<file path="src/hw/rftc_pkg.sv">
// constants for the rf transmit/receive timing control block
// assumes a single 250 MHz core clock and an 8-bit register port
package rftc_pkg;

    // ---------------------------------------------------------------
    // register offsets
    // ---------------------------------------------------------------
    localparam logic [7:0] ADDR_COMMAND = 8'h00;
    localparam logic [7:0] ADDR_PROTOCOL = 8'h01;
    localparam logic [7:0] ADDR_DELAY_HIGH = 8'h04;
    localparam logic [7:0] ADDR_DELAY_LOW = 8'h05;
    localparam logic [7:0] ADDR_PULSE_LEN = 8'h06;
    localparam logic [7:0] ADDR_SILENCE = 8'h07;
    localparam logic [7:0] ADDR_IRQ_STATUS = 8'h0c;
    localparam logic [7:0] ADDR_IRQ_MASK = 8'h0d;

    // ---------------------------------------------------------------
    // reset and preset values, commands, fields
    // ---------------------------------------------------------------
    localparam logic [7:0] RST_DELAY_HIGH = 8'hc2;
    localparam logic [7:0] RST_DELAY_LOW = 8'h00;
    localparam logic [7:0] RST_PULSE_LEN = 8'h00;
    localparam logic [7:0] RST_SILENCE = 8'h0e;
    localparam logic [1:0] RST_IRQ_MASK = 2'h3;
    localparam logic [7:0] CMD_FIFO_RESET = 8'h0f;
    localparam int STS_SILENCE = 0;
    localparam int STS_DELAY = 1;
    localparam logic [2:0] PROTO_VIC_LOW = 3'h0;
    localparam logic [2:0] PROTO_VIC_HIGH = 3'h1;
    localparam logic [2:0] PROTO_A106 = 3'h2;
    localparam logic [2:0] PROTO_A212 = 3'h3;
    localparam logic [2:0] PROTO_A424 = 3'h4;
    localparam logic [2:0] PROTO_A848 = 3'h5;
    localparam logic [2:0] PROTO_OTHER = 3'h6;
    localparam logic [2:0] RST_PROTOCOL = PROTO_OTHER;
    localparam logic [1:0] SEL_TX_SOF_BEGIN = 2'h0;
    localparam logic [1:0] SEL_TX_SOF_END = 2'h1;
    localparam logic [1:0] SEL_RX_SOF_BEGIN = 2'h2;
    localparam logic [1:0] SEL_RX_SOF_END = 2'h3;

    // ---------------------------------------------------------------
    // timing
    // ---------------------------------------------------------------
    localparam int CLK_PERIOD_PS = 4000;
    localparam int DELAY_STEP_PS = 590000;
    localparam int PULSE_STEP_PS = 73700;
    localparam int SILENCE_STEP_PS = 37760000;
    localparam int DELAY_STEP_CYC = (DELAY_STEP_PS + CLK_PERIOD_PS - 1)
        / CLK_PERIOD_PS;
    localparam int PULSE_STEP_CYC = (PULSE_STEP_PS + CLK_PERIOD_PS - 1)
        / CLK_PERIOD_PS;
    localparam int SILENCE_STEP_CYC = (SILENCE_STEP_PS + CLK_PERIOD_PS - 1)
        / CLK_PERIOD_PS;
    localparam int PULSE_A106_PS = 2360000;
    localparam int PULSE_A212_PS = 1400000;
    localparam int PULSE_A424_PS = 737000;
    localparam int PULSE_A848_PS = 442000;
    localparam int PULSE_VIC_PS = 9440000;
    localparam logic [13:0] PULSE_A106_CYC =
        14'((PULSE_A106_PS + CLK_PERIOD_PS - 1) / CLK_PERIOD_PS);
    localparam logic [13:0] PULSE_A212_CYC =
        14'((PULSE_A212_PS + CLK_PERIOD_PS - 1) / CLK_PERIOD_PS);
    localparam logic [13:0] PULSE_A424_CYC =
        14'((PULSE_A424_PS + CLK_PERIOD_PS - 1) / CLK_PERIOD_PS);
    localparam logic [13:0] PULSE_A848_CYC =
        14'((PULSE_A848_PS + CLK_PERIOD_PS - 1) / CLK_PERIOD_PS);
    localparam logic [13:0] PULSE_VIC_CYC =
        14'((PULSE_VIC_PS + CLK_PERIOD_PS - 1) / CLK_PERIOD_PS);
    // silence waits in us, step in units of 10 ns
    localparam int SILENCE_STEP_10NS = 3776;
    localparam int SILENCE_OTHER_US = 529;
    localparam int SILENCE_VIC_HIGH_US = 755;
    localparam int SILENCE_VIC_LOW_US = 1812;
    localparam logic [7:0] SILENCE_OTHER_CODE = 8'((SILENCE_OTHER_US * 100
        + SILENCE_STEP_10NS / 2) / SILENCE_STEP_10NS);
    localparam logic [7:0] SILENCE_VIC_HIGH_CODE = 8'((SILENCE_VIC_HIGH_US
        * 100 + SILENCE_STEP_10NS / 2) / SILENCE_STEP_10NS);
    localparam logic [7:0] SILENCE_VIC_LOW_CODE = 8'((SILENCE_VIC_LOW_US
        * 100 + SILENCE_STEP_10NS / 2) / SILENCE_STEP_10NS);

endpackage

</file>
<file path="src/hw/rftc_timing_control.sv">
// transmit delay, modulation pulse and tag silence timing control
// assumes framing logic on core_clk gives single-cycle event pulses
// How it works
// RULE1 - delayed transmission starts after programmed length times 590 ns
// RULE2 - a timer length of all zeros disables the delayed transmission
// RULE3 - protocol selection loads zero into the delay timer low byte
// RULE4 - reset, enable low, protocol write preset low, pulse, silence
// RULE5 - nonzero pulse length gives pulses of value times 73.7 ns
// RULE6 - zero pulse length takes pulse length from the protocol
// RULE7 - type a defaults: 2.36 us, 1.4 us, 737 ns, 442 ns
// RULE8 - silent slot raises interrupt and sets status flag
// RULE9 - silence wait counts 37.76 us units, values 1 to 255
// RULE10 - silence measurement starts at end of transmitted end of frame
// RULE11 - each protocol selection reloads the silence wait default
// RULE12 - silence defaults 755 us high, 1812 us low, 529 us others
// RULE13 - fifo reset after transmit complete cancels silence detection
// RULE14 - silence interrupt works only with a vicinity protocol
// RULE15 - high byte resets to c2: start select and upper length
// RULE16 - upper six and low eight bits form one 14-bit count
// RULE17 - host selects protocol before writing custom timing values
//
// The implementer's own choice: the plain strobed port.
`timescale 1ns/1ps
module rftc_timing_control
    import rftc_pkg::*;
#(
    parameter int SILENCE_STEP_CYCLES = SILENCE_STEP_CYC
) (
    // clock and reset
    input wire logic core_clk,
    input wire logic reset,
    // chip enable pin
    input wire logic chip_enable,
    // register port
    input wire logic [7:0] reg_addr,
    input wire logic [7:0] reg_wdata,
    input wire logic reg_write,
    input wire logic reg_read,
    output logic [7:0] reg_rdata,
    // framing events
    input wire logic tx_sof_begin,
    input wire logic tx_sof_end,
    input wire logic rx_sof_begin,
    input wire logic rx_sof_end,
    input wire logic tx_eof_end,
    input wire logic tx_complete,
    input wire logic rx_response_start,
    input wire logic mod_pulse_req,
    // timing outputs
    output logic [2:0] protocol,
    output logic delayed_tx_start,
    output logic tx_mod_pulse,
    output logic irq
);

    // ---------------------------------------------------------------
    // enable pin synchroniser
    // ---------------------------------------------------------------
    logic enable_meta;
    logic enable_sync;

    always_ff @(posedge core_clk or posedge reset) begin
        if (reset) begin
            enable_meta <= 1'b0;
            enable_sync <= 1'b0;
        end else begin
            enable_meta <= chip_enable;
            enable_sync <= enable_meta;
        end
    end

    // ---------------------------------------------------------------
    // registers
    // ---------------------------------------------------------------
    logic [7:0] tx_delay_timer_high;
    logic [7:0] tx_delay_timer_low;
    logic [7:0] tx_pulse_length;
    logic [7:0] no_response_wait;
    logic [1:0] irq_status;
    logic [1:0] irq_mask;
    logic proto_write;
    logic preset;
    logic [7:0] next_silence_wait;

    assign proto_write = reg_write && reg_addr == ADDR_PROTOCOL;
    assign preset = !enable_sync || proto_write;

    // silence default of the protocol being written
    always_comb begin
        unique case (reg_wdata[2:0])
            PROTO_VIC_HIGH: next_silence_wait = SILENCE_VIC_HIGH_CODE;
            PROTO_VIC_LOW: next_silence_wait = SILENCE_VIC_LOW_CODE;
            default: next_silence_wait = SILENCE_OTHER_CODE;
        endcase
    end

    always_ff @(posedge core_clk or posedge reset) begin
        if (reset) begin
            protocol <= RST_PROTOCOL;
        end else if (!enable_sync) begin
            protocol <= RST_PROTOCOL;
        end else if (proto_write) begin
            protocol <= reg_wdata[2:0];
        end
    end

    always_ff @(posedge core_clk or posedge reset) begin
        if (reset) begin
            tx_delay_timer_high <= RST_DELAY_HIGH;
            tx_delay_timer_low <= RST_DELAY_LOW;
            tx_pulse_length <= RST_PULSE_LEN;
            no_response_wait <= RST_SILENCE;
        // RULE3 RULE4 RULE15 preset on select
        end else if (preset) begin
            tx_delay_timer_high <= RST_DELAY_HIGH;
            tx_delay_timer_low <= RST_DELAY_LOW;
            tx_pulse_length <= RST_PULSE_LEN;
            // RULE11 RULE12 protocol default wait
            no_response_wait <= enable_sync ? next_silence_wait
                : RST_SILENCE;
        end else if (reg_write) begin
            if (reg_addr == ADDR_DELAY_HIGH) begin
                tx_delay_timer_high <= reg_wdata;
            end
            if (reg_addr == ADDR_DELAY_LOW) begin
                tx_delay_timer_low <= reg_wdata;
            end
            if (reg_addr == ADDR_PULSE_LEN) begin
                tx_pulse_length <= reg_wdata;
            end
            if (reg_addr == ADDR_SILENCE) begin
                no_response_wait <= reg_wdata;
            end
        end
    end

    // read data stand only in the cycle after the strobe
    always_ff @(posedge core_clk or posedge reset) begin
        if (reset) begin
            reg_rdata <= 8'h00;
        end else if (!reg_read) begin
            reg_rdata <= 8'h00;
        end else begin
            unique case (reg_addr)
                ADDR_PROTOCOL: reg_rdata <= {5'h00, protocol};
                ADDR_DELAY_HIGH: reg_rdata <= tx_delay_timer_high;
                ADDR_DELAY_LOW: reg_rdata <= tx_delay_timer_low;
                ADDR_PULSE_LEN: reg_rdata <= tx_pulse_length;
                ADDR_SILENCE: reg_rdata <= no_response_wait;
                ADDR_IRQ_STATUS: reg_rdata <= {6'h00, irq_status};
                ADDR_IRQ_MASK: reg_rdata <= {6'h00, irq_mask};
                default: reg_rdata <= 8'h00;
            endcase
        end
    end

    // ---------------------------------------------------------------
    // delayed transmission timer
    // ---------------------------------------------------------------
    logic delay_start_event;
    logic [13:0] delay_count;
    logic delay_busy;
    logic [1:0] delay_start_sel;

    assign delay_start_sel = tx_delay_timer_high[7:6];
    // RULE16 14-bit length
    assign delay_count = {tx_delay_timer_high[5:0], tx_delay_timer_low};

    always_comb begin
        unique case (delay_start_sel)
            SEL_TX_SOF_BEGIN: delay_start_event = tx_sof_begin;
            SEL_TX_SOF_END: delay_start_event = tx_sof_end;
            SEL_RX_SOF_BEGIN: delay_start_event = rx_sof_begin;
            SEL_RX_SOF_END: delay_start_event = rx_sof_end;
        endcase
    end

    // RULE1 RULE2 steps of 590 ns, zero idles
    rftc_step_timer #(
        .WIDTH(14),
        .STEP(DELAY_STEP_CYC)
    ) delay_timer (
        .core_clk(core_clk),
        .reset(reset),
        .start(delay_start_event),
        .clear(preset),
        .length(delay_count),
        .busy(delay_busy),
        .done(delayed_tx_start)
    );

    // ---------------------------------------------------------------
    // modulation pulse length
    // ---------------------------------------------------------------
    logic [13:0] pulse_default;
    logic [13:0] pulse_cycles;

    // RULE7 protocol default lengths
    always_comb begin
        unique case (protocol)
            PROTO_A106: pulse_default = PULSE_A106_CYC;
            PROTO_A212: pulse_default = PULSE_A212_CYC;
            PROTO_A424: pulse_default = PULSE_A424_CYC;
            PROTO_A848: pulse_default = PULSE_A848_CYC;
            default: pulse_default = PULSE_VIC_CYC;
        endcase
    end

    // RULE5 RULE6 override when nonzero
    assign pulse_cycles = tx_pulse_length != 8'h00
        ? 14'(tx_pulse_length * PULSE_STEP_CYC) : pulse_default;

    rftc_step_timer #(
        .WIDTH(14),
        .STEP(1)
    ) pulse_timer (
        .core_clk(core_clk),
        .reset(reset),
        .start(mod_pulse_req),
        .clear(1'b0),
        .length(pulse_cycles),
        .busy(tx_mod_pulse),
        .done()
    );

    // ---------------------------------------------------------------
    // tag silence detection
    // ---------------------------------------------------------------
    logic vicinity;
    logic tx_done_seen;
    logic silence_cancel;
    logic silence_start;
    logic silence_busy;
    logic silence_done;

    assign vicinity = protocol == PROTO_VIC_LOW
        || protocol == PROTO_VIC_HIGH;
    // RULE13 cancel after transmit complete
    assign silence_cancel = tx_done_seen && reg_write
        && reg_addr == ADDR_COMMAND && reg_wdata == CMD_FIFO_RESET;
    // RULE10 RULE14 start at end of frame
    assign silence_start = tx_eof_end && vicinity;

    always_ff @(posedge core_clk or posedge reset) begin
        if (reset) begin
            tx_done_seen <= 1'b0;
        end else if (tx_complete) begin
            tx_done_seen <= 1'b1;
        end else if (silence_cancel || preset || tx_eof_end) begin
            tx_done_seen <= 1'b0;
        end
    end

    // RULE9 steps of 37.76 us
    rftc_step_timer #(
        .WIDTH(8),
        .STEP(SILENCE_STEP_CYCLES)
    ) silence_timer (
        .core_clk(core_clk),
        .reset(reset),
        .start(silence_start),
        .clear(silence_cancel || rx_response_start || preset),
        .length(no_response_wait),
        .busy(silence_busy),
        .done(silence_done)
    );

    // ---------------------------------------------------------------
    // interrupt
    // ---------------------------------------------------------------
    // RULE8 flag and request on silence
    rftc_irq_status irq_block (
        .core_clk(core_clk),
        .reset(reset),
        .set_bits({delayed_tx_start, silence_done}),
        .read_clear(reg_read && reg_addr == ADDR_IRQ_STATUS),
        .mask_write(reg_write && reg_addr == ADDR_IRQ_MASK),
        .mask_wdata(reg_wdata[1:0]),
        .status(irq_status),
        .mask(irq_mask),
        .irq(irq)
    );

    // ---------------------------------------------------------------
    // checks
    // ---------------------------------------------------------------
    logic [31:0] delay_elapsed;
    logic [31:0] silence_elapsed;
    logic [13:0] delay_len_cap;
    logic [7:0] silence_len_cap;

    always_ff @(posedge core_clk or posedge reset) begin
        if (reset) begin
            delay_elapsed <= 32'h0;
            silence_elapsed <= 32'h0;
            delay_len_cap <= 14'h0;
            silence_len_cap <= 8'h0;
        end else begin
            delay_elapsed <= delay_start_event ? 32'h1
                : delay_elapsed + 32'h1;
            silence_elapsed <= silence_start ? 32'h1
                : silence_elapsed + 32'h1;
            if (delay_start_event) begin
                delay_len_cap <= delay_count;
            end
            if (silence_start) begin
                silence_len_cap <= no_response_wait;
            end
        end
    end
endmodule

</file>
<file path="src/hw/rftc_step_timer.sv">
// one-shot down counter that runs length steps of STEP cycles
// assumes start, clear and length come from logic on the same clock
`timescale 1ns/1ps
module rftc_step_timer #(
    parameter int WIDTH = 14,
    parameter int STEP = 1
) (
    // clock and reset
    input wire logic core_clk,
    input wire logic reset,
    // control
    input wire logic start,
    input wire logic clear,
    input wire logic [WIDTH-1:0] length,
    // status
    output logic busy,
    output logic done
);

    logic [WIDTH-1:0] count;
    logic [15:0] prescale;

    // done in the cycle that ends the last step
    assign done = busy && prescale == 16'h0000
        && count == WIDTH'(1);

    always_ff @(posedge core_clk or posedge reset) begin
        if (reset) begin
            busy <= 1'b0;
            count <= '0;
            prescale <= 16'h0000;
        end else if (clear) begin
            busy <= 1'b0;
        end else if (start) begin
            busy <= length != '0;
            count <= length;
            prescale <= 16'(STEP - 1);
        end else if (busy) begin
            if (prescale != 16'h0000) begin
                prescale <= prescale - 16'h0001;
            end else if (count == WIDTH'(1)) begin
                busy <= 1'b0;
            end else begin
                count <= count - WIDTH'(1);
                prescale <= 16'(STEP - 1);
            end
        end
    end

endmodule

</file>
<file path="src/hw/rftc_irq_status.sv">
// sticky interrupt status with clear on read and a mask
// assumes events are single-cycle pulses on the core clock
`timescale 1ns/1ps
module rftc_irq_status
    import rftc_pkg::*;
(
    // clock and reset
    input wire logic core_clk,
    input wire logic reset,
    // events and software access
    input wire logic [1:0] set_bits,
    input wire logic read_clear,
    input wire logic mask_write,
    input wire logic [1:0] mask_wdata,
    // state
    output logic [1:0] status,
    output logic [1:0] mask,
    output logic irq
);

    // a set in the clearing cycle survives
    always_ff @(posedge core_clk or posedge reset) begin
        if (reset) begin
            status <= 2'h0;
        end else begin
            status <= (read_clear ? 2'h0 : status) | set_bits;
        end
    end

    always_ff @(posedge core_clk or posedge reset) begin
        if (reset) begin
            mask <= RST_IRQ_MASK;
        end else if (mask_write) begin
            mask <= mask_wdata;
        end
    end

    assign irq = |(status & mask);

endmodule

</file>
<file path="config.mk">
export PLATFORM = sky130hd
export DESIGN_NAME = rftc_timing_control
export DESIGN_NICKNAME = d
export VERILOG_FILES = /design/src/hw/rftc_pkg.sv /design/src/hw/rftc_timing_control.sv /design/src/hw/rftc_step_timer.sv /design/src/hw/rftc_irq_status.sv
export SDC_FILE = /design/constraint.sdc
export NUM_CORES = 1
export LEC_CHECK = 0
export ABC_CLOCK_PERIOD_IN_PS = 10600
export BUFFER_PORTS_ARGS = -buffer_cell sky130_fd_sc_hd__buf_2
export CAP_MARGIN = 10
export CORE_AREA = 5 5 137 139
export DETAILED_ROUTE_END_ITERATION = 8
export DIE_AREA = 0 0 142 144
export PLACE_DENSITY_LB_ADDON = 0.3
export SETUP_SLACK_MARGIN = 0.4
export SLEW_MARGIN = 10
export SYNTH_ARGS = -nofsm -noshare
export SYNTH_HDL_FRONTEND = slang
export SYNTH_SLANG_ARGS = --single-unit
</file>
<file path="constraint.sdc">
create_clock -name core_clk -period 10.6 [get_ports core_clk]
set_clock_uncertainty 0.1 [all_clocks]
set_input_delay 0 -clock core_clk [delete_from_list [all_inputs] [get_ports core_clk]]
set_output_delay 0 -clock core_clk [all_outputs]
set_load 0.01 [all_outputs]
</file>
After elaboration in Yosys (flattened, before gate mapping)
Cells that the tools add are included.
Storage, ports and cells
  register bits after elaboration: 137
  latch bits: 0
  RAM bits: 0
  bits in read-only memories: 0
  input bits: 29
  output and inout bits: 14
  memories: 0
Cells by class
  add/sub/neg operators: 6
  multiply operators: 1
  div/mod/pow operators: 0
  magnitude comparators: 0
  equality and inequality tests: 30
  shift-type cells: 0
  multiplexer cells: 62
  bitwise logic cells: 4
  reductions and logical operators: 51
Operators by type and width (number)
  two-way mux 16 bit: 12
  two-way mux 8 bit: 18
  two-way mux 14 bit: 9
  one-hot mux 8 bit (7 select lines): 1
  one-hot mux 12 bit (4 select lines): 1
  nonzero test 16 bit: 3
  subtractor 16 x 1 -> 16 bit (second input constant): 3
  equality test 8 x 3 -> 1 bit (second input constant): 4
  logical NOT 16 bit: 2
  equality test 14 x 1 -> 1 bit (second input constant): 2
  nonzero test 14 bit: 2
  subtractor 14 x 1 -> 14 bit (second input constant): 2
  equality test 8 x 4 -> 1 bit (second input constant): 3
  nonzero test 2 bit: 9
  equality test 8 x 1 -> 1 bit (second input constant): 2
  two-way mux 1 bit: 16
  nonzero test 8 bit: 2
  multiplier 8 x 5 -> 13 bit (second input constant): 1
  inequality test 2 bit (second input constant): 6
  one-hot mux 6 bit (2 select lines): 1
  logical AND 1 bit: 11
  AND reduction 2 bit: 5
  inequality test 3 bit (second input constant): 3
  AND reduction 3 bit: 3
  other kinds (20): 33

Depth between registers and ports, before layout
  depth after elaboration: 7
  mapped depth: 11
  mapped depth without buffers: 11

Modules after synthesis
From an unflattened synthesis, not the netlist that was laid out.
Unflattened totals
  cells, all modules: 1022
  area total of the unflattened synthesis: 9123.8 sq um
By module, submodules not included
  rftc_timing_control: times used 1, cells an instance 362, area an instance 3250.6 sq um, seq. area each 1161.1 sq um
  rftc_step_timer (pulse_timer): times used 1, cells an instance 243, area an instance 2049.5 sq um, seq. area each 775.7 sq um
  rftc_step_timer (delay_timer): times used 1, cells an instance 230, area an instance 2037.0 sq um, seq. area each 775.7 sq um
  rftc_step_timer (silence_timer): times used 1, cells an instance 176, area an instance 1622.8 sq um, seq. area each 625.6 sq um
  rftc_irq_status: times used 1, cells an instance 11, area an instance 163.9 sq um, seq. area each 102.6 sq um

Worst setup path before layout
No wires, ideal clock.
  path type: register -> register
  start: register tx_pulse_length[5]
  end: register pulse_timer.busy
  library setup time: 136 ps
  arrival: 2781 ps
  data required time: 10364 ps
  slack: 7584 ps
  cell stages (with the launch flop): 12
  path buffers: 0
  period minus slack after synthesis: 3016 ps
  cells stage by stage: dfrtp_1 > ha_1 > inv_1 > fa_1 > inv_1 > ha_1 > nand3_1 > o211a_1 > xnor2_1 > or4_1 > nor4_1 > a31oi_1
On the way
  cells in the longest elaborated chain, start to end: 4
  elaborated cells on any way between the ends: 5
Ends and longest elaborated chain
  start: declaration: RTL line rftc_timing_control.sv:77  | logic [7:0] tx_pulse_length;
  start signal: assignment: RTL line rftc_timing_control.sv:129  | tx_pulse_length <= reg_wdata;
  multiplier 8 x 5 -> 13 bit or nonzero test 8 bit (tied branches): RTL line rftc_timing_control.sv:211, rftc_timing_control.sv:210
  two-way mux 14 bit *: RTL line rftc_timing_control.sv:211  | ? 14'(tx_pulse_length * PULSE_STEP_CYC) : pulse_default;
  nonzero test 14 bit *: RTL line rftc_step_timer.sv:35  | busy <= length != '0;
  two-way mux 1 bit *: RTL line rftc_step_timer.sv:34  | end else if (start) begin
  end signal: assignment: RTL line rftc_step_timer.sv:33  | busy <= 1'b0;
  end signal: assignment: RTL line rftc_step_timer.sv:35
  end signal: assignment: RTL line rftc_step_timer.sv:42  | busy <= 1'b0;
  end: declaration: RTL line rftc_step_timer.sv:16  | output logic busy,
Every way passes the cells marked *; elsewhere a longest branch is shown, timed or not.
A chain may end at the register's enable or synchronous reset.

Final worst setup path
  start: register delay_timer.prescale[2]
  end: register delay_timer.count[8]
On the way
  cells in the longest elaborated chain, start to end: 3
Ends and longest elaborated chain
  start: declaration: RTL line rftc_step_timer.sv:21  | logic [15:0] prescale;
  start signal: assignment: RTL line rftc_step_timer.sv:37  | prescale <= 16'(STEP - 1);
  start signal: assignment: RTL line rftc_step_timer.sv:40  | prescale <= prescale - 16'h0001;
  start signal: assignment: RTL line rftc_step_timer.sv:45  | prescale <= 16'(STEP - 1);
  nonzero test 16 bit: RTL line rftc_step_timer.sv:39  | if (prescale != 16'h0000) begin
  inequality test 2 bit (no line)
  AND reduction 4 bit (no line)
  end signal: assignment: RTL line rftc_step_timer.sv:36  | count <= length;
  end signal: assignment: RTL line rftc_step_timer.sv:44  | count <= count - WIDTH'(1);
  end: declaration: RTL line rftc_step_timer.sv:20  | logic [WIDTH-1:0] count;
Every way passes these cells.

==> run summary <==
Post-synthesis sequential area ratio - 40.60%
Endpoint class of the critical path - register
Vias in the first global route - 7017
Detail Route Antenna Nets - 0
Top cell type's share of synthesized area - 37.50%
Setup crit start - delay_timer.prescale[2]
#FFs+latches synth - 137
Sw Ratio - 30.52%
Required time of the critical path - 10.82 ns
Part of the cycle the worst path needs - 32.82%
Final layout net count - 1059
TNS Setup - 0 ns
Synth cell types - 84
Share of layout cells above drive strength 1 - 12.43%
Starting Density - 48.34%
First-pass GRT wire length - 35960 um
Drt drc - 0
Status - finished, final reports clean
Ys Warns - 0
Vias per Instance - 6.095
Placed insts - 1182
Clock transition at path regs - 0.06 ns
Fin. max-slew vios - 0
Ys async rst share - 100.0%
RSZ-0062 raised after global routing - false
Clock Latency Late Sink - 0.43 ns
Area of the core - 17530 sq um
Syn Nets - 1011
Slew HR - 27.16%
Worst slew pin tran - 1.078 ns
Hold Startpoint - reg_addr[6]
Clock share of power - 39.0%
Tmin final - 3.479 ns
Critical Path, Cell by Cell - or4_1 -> nor4_4 -> a41oi_1 -> nor2_1 -> o21ai_1 -> a22o_1
Bufs on Longest Clock Path - 2
Synth area leader - dfrtp_1
Peak supply drop - 0.0001259 V
Number of flops mapped to enable cells by yosys - 0
Slowest-stage cell, CP - nor2_1
DPL Wire Length - 15270 um
Placed cell area - 8856 sq um
Synth Area per Inst - 8.969 sq um
P_sw - 463.6 uW
Kind of critical path - reg2reg
Syn Std Cell Area - 8476 sq um
Internal power - 1.055 mW
Ant. Diodes - 0
Root buf cell - clkbuf_16
H-tree levels - 4
Critical path startpoint category - register
Total wire length - 21830 um
Row count - 49
Post-synth top cells - dfrtp_1, nand2_1, a21oi_1
Routed len/inst - 17.68 um
Die width - 142 um
Initial drt markers - 515
R2R Path Start - delay_timer.prescale[2]
Area Growth Syn to Fin - 13.91%
Post-Synthesis Cells - 945
CTS tree - yes
Max_cap viols - 0
Cell with the most instances after synthesis - dfrtp_1
Sequential Power Share - 40.8%
FILL cells - 1621
Cell Pwr Density - 157.3 nW/um^2
Die height - 144 um
Crit path largest cell delay - 0.79 ns
Top_reg_cell synth - dfrtp_1
Setup Viol. Count Final - 0
GR Overflow Total - 0
Largest net degree at the start of global routing - 70
Filler-free cell count of the finished design - 1235
I/O pins - 43
Critical path arrival - 3.70 ns
Total CTS buffers - 17
Fmax achieved - 287.4 MHz
Final hold vios - 0
Die area - 20450 sq um
Post-Layout Inst Area - 9654 sq um
Hold Path Class - in2reg
PortBufs - 42
DR vias - 7527
Leak Pwr - 4.141 nW
Largest cells by area after synthesis - dfrtp_1, ha_1, a21oi_1
Final Wtd Congestion - 0.9285
Peak fanout along the critical path - 14
Clock sink count - 137
Total GRT Usage - 21.88%
Total power - 1.519 mW
Drt first pass iters - 5
Comb pwr share - 20.2%
Initial antenna violation count - 0
[what timing repair did]
| item | CTS | global route |
|---|---|---|
| hold buffers | 20 | 0 |
| resized for setup | 0 | 0 |
| hold endpoints to repair | 131 | 0 |
| buffers inserted | 0 | 0 |
[cells by family after synthesis]
kind of cell | after synthesis | share of synthesized area, %
AO/OA/AOI/OAI | 263 | 20.68
XOR/XNOR | 25 | 2.583
adder cells (fa/ha/maj) | 37 | 5.816
buffers and inverters | 82 | 3.956
flip-flops | 137 | 40.60
multiplexers | 23 | 2.805
AND/OR/NAND/NOR | 378 | 23.56
[placed cells by master (no fill, tap or decap), types with 7 or more instances in the layout]
master and instances:
ha_1 33, and2_1 8, o211ai_1 10, a21oi_1 82, nand4_1 12, buf_2 42
inv_1 41, xnor2_1 18, nand3_1 55, nor2_1 69, or3_1 12, o2bb2ai_1 7
clkbuf_16 17, nor3_1 34, dfstp_2 10, mux2i_1 16, nor4_1 29, dlygate4sd3_1 20
a31oi_1 9, xor2_1 7, a21o_1 7, dfrtp_1 127, o21ai_0 64, or4_1 12
nand2b_1 9, a22oi_1 8, nand2_1 86
[final cells by class]
class / instances / area (sq um) / share of cell area [%]
Sequential cell: 137 / 3441 / 35.64
Clock buffer: 22 / 474.2 / 4.912
Multi-Input combinational cell: 726 / 4715 / 48.83
Clock inverter: 10 / 116.4 / 1.205
Timing Repair Buffer: 68 / 455.4 / 4.717
Inverter: 43 / 166.4 / 1.724
Tap cell: 229 / 286.5 / 2.968
[critical path, delay by kind of cell, from the launching register on]
kind | cells | cell delay, ns
simple gates | 3 | 1.88
compound gates | 3 | 0.94
flops | 1 | 0.45
[routing by layer]
metal  up-vias  track usage [%]  share of wire [%]
met3        37            3.968                4.8
met1      3648            28.90                 44
met5         -                0                  0
li1       3634                -                  -
met4         0            8.333                2.3
met2       208            36.02                 48
[registers in the layout, summed over array words and instances, names as in the netlist, 2 cells and up]
register                flops
tx_pulse_length             8
pulse_timer.count          14
tx_delay_timer_high         8
reg_rdata                   8
silence_timer.prescale     16
pulse_timer.prescale       16
protocol                    3
irq_block.mask              2
tx_delay_timer_low          8
delay_timer.prescale       16
delay_timer.count          14
no_response_wait            8
silence_timer.count         8
irq_block.status            2
[power by group through the flow]
stage          sequential (mW)  combinational [mW]  clock (mW)
4_1_cts                  0.618               0.306       0.605
6_report                 0.620               0.306       0.592
2_1_floorplan            0.612               0.250           0
5_1_grt                  0.626               0.343       0.627
3_3_place_gp             0.626               0.297           0
3_5_place_dp             0.626               0.300           0
[final timing paths]
| check | to | slack (ns) | depth (start not counted) |
|---|---|---|---|
| max | delay_timer.count[8] | 7.12 | 6 |
| min | reg_rdata[1] | 0.03 | 4 |
| max reg2reg | delay_timer.count[8] | 7.12 | 6 |
| min reg2reg | enable_sync | 0.26 | 0 |
| max in group asynchronous | silence_timer.busy | 8.98 | 4 |
| min in group asynchronous | pulse_timer.prescale[7] | 0.13 | 3 |
[per-stage QoR]
step	setup WS (ns)	hold slack (ns)	util (%)
after floorplan	6.849	-0.06857	-
after detailed placement	7.166	0.01174	50.51
after global routing	6.845	0.04194	55.06
after global placement	7.272	0.01316	50.51
after CTS	7.158	0.005543	55.02
final	7.121	0.03104	55.06
(Power assumes the default switching activity.)
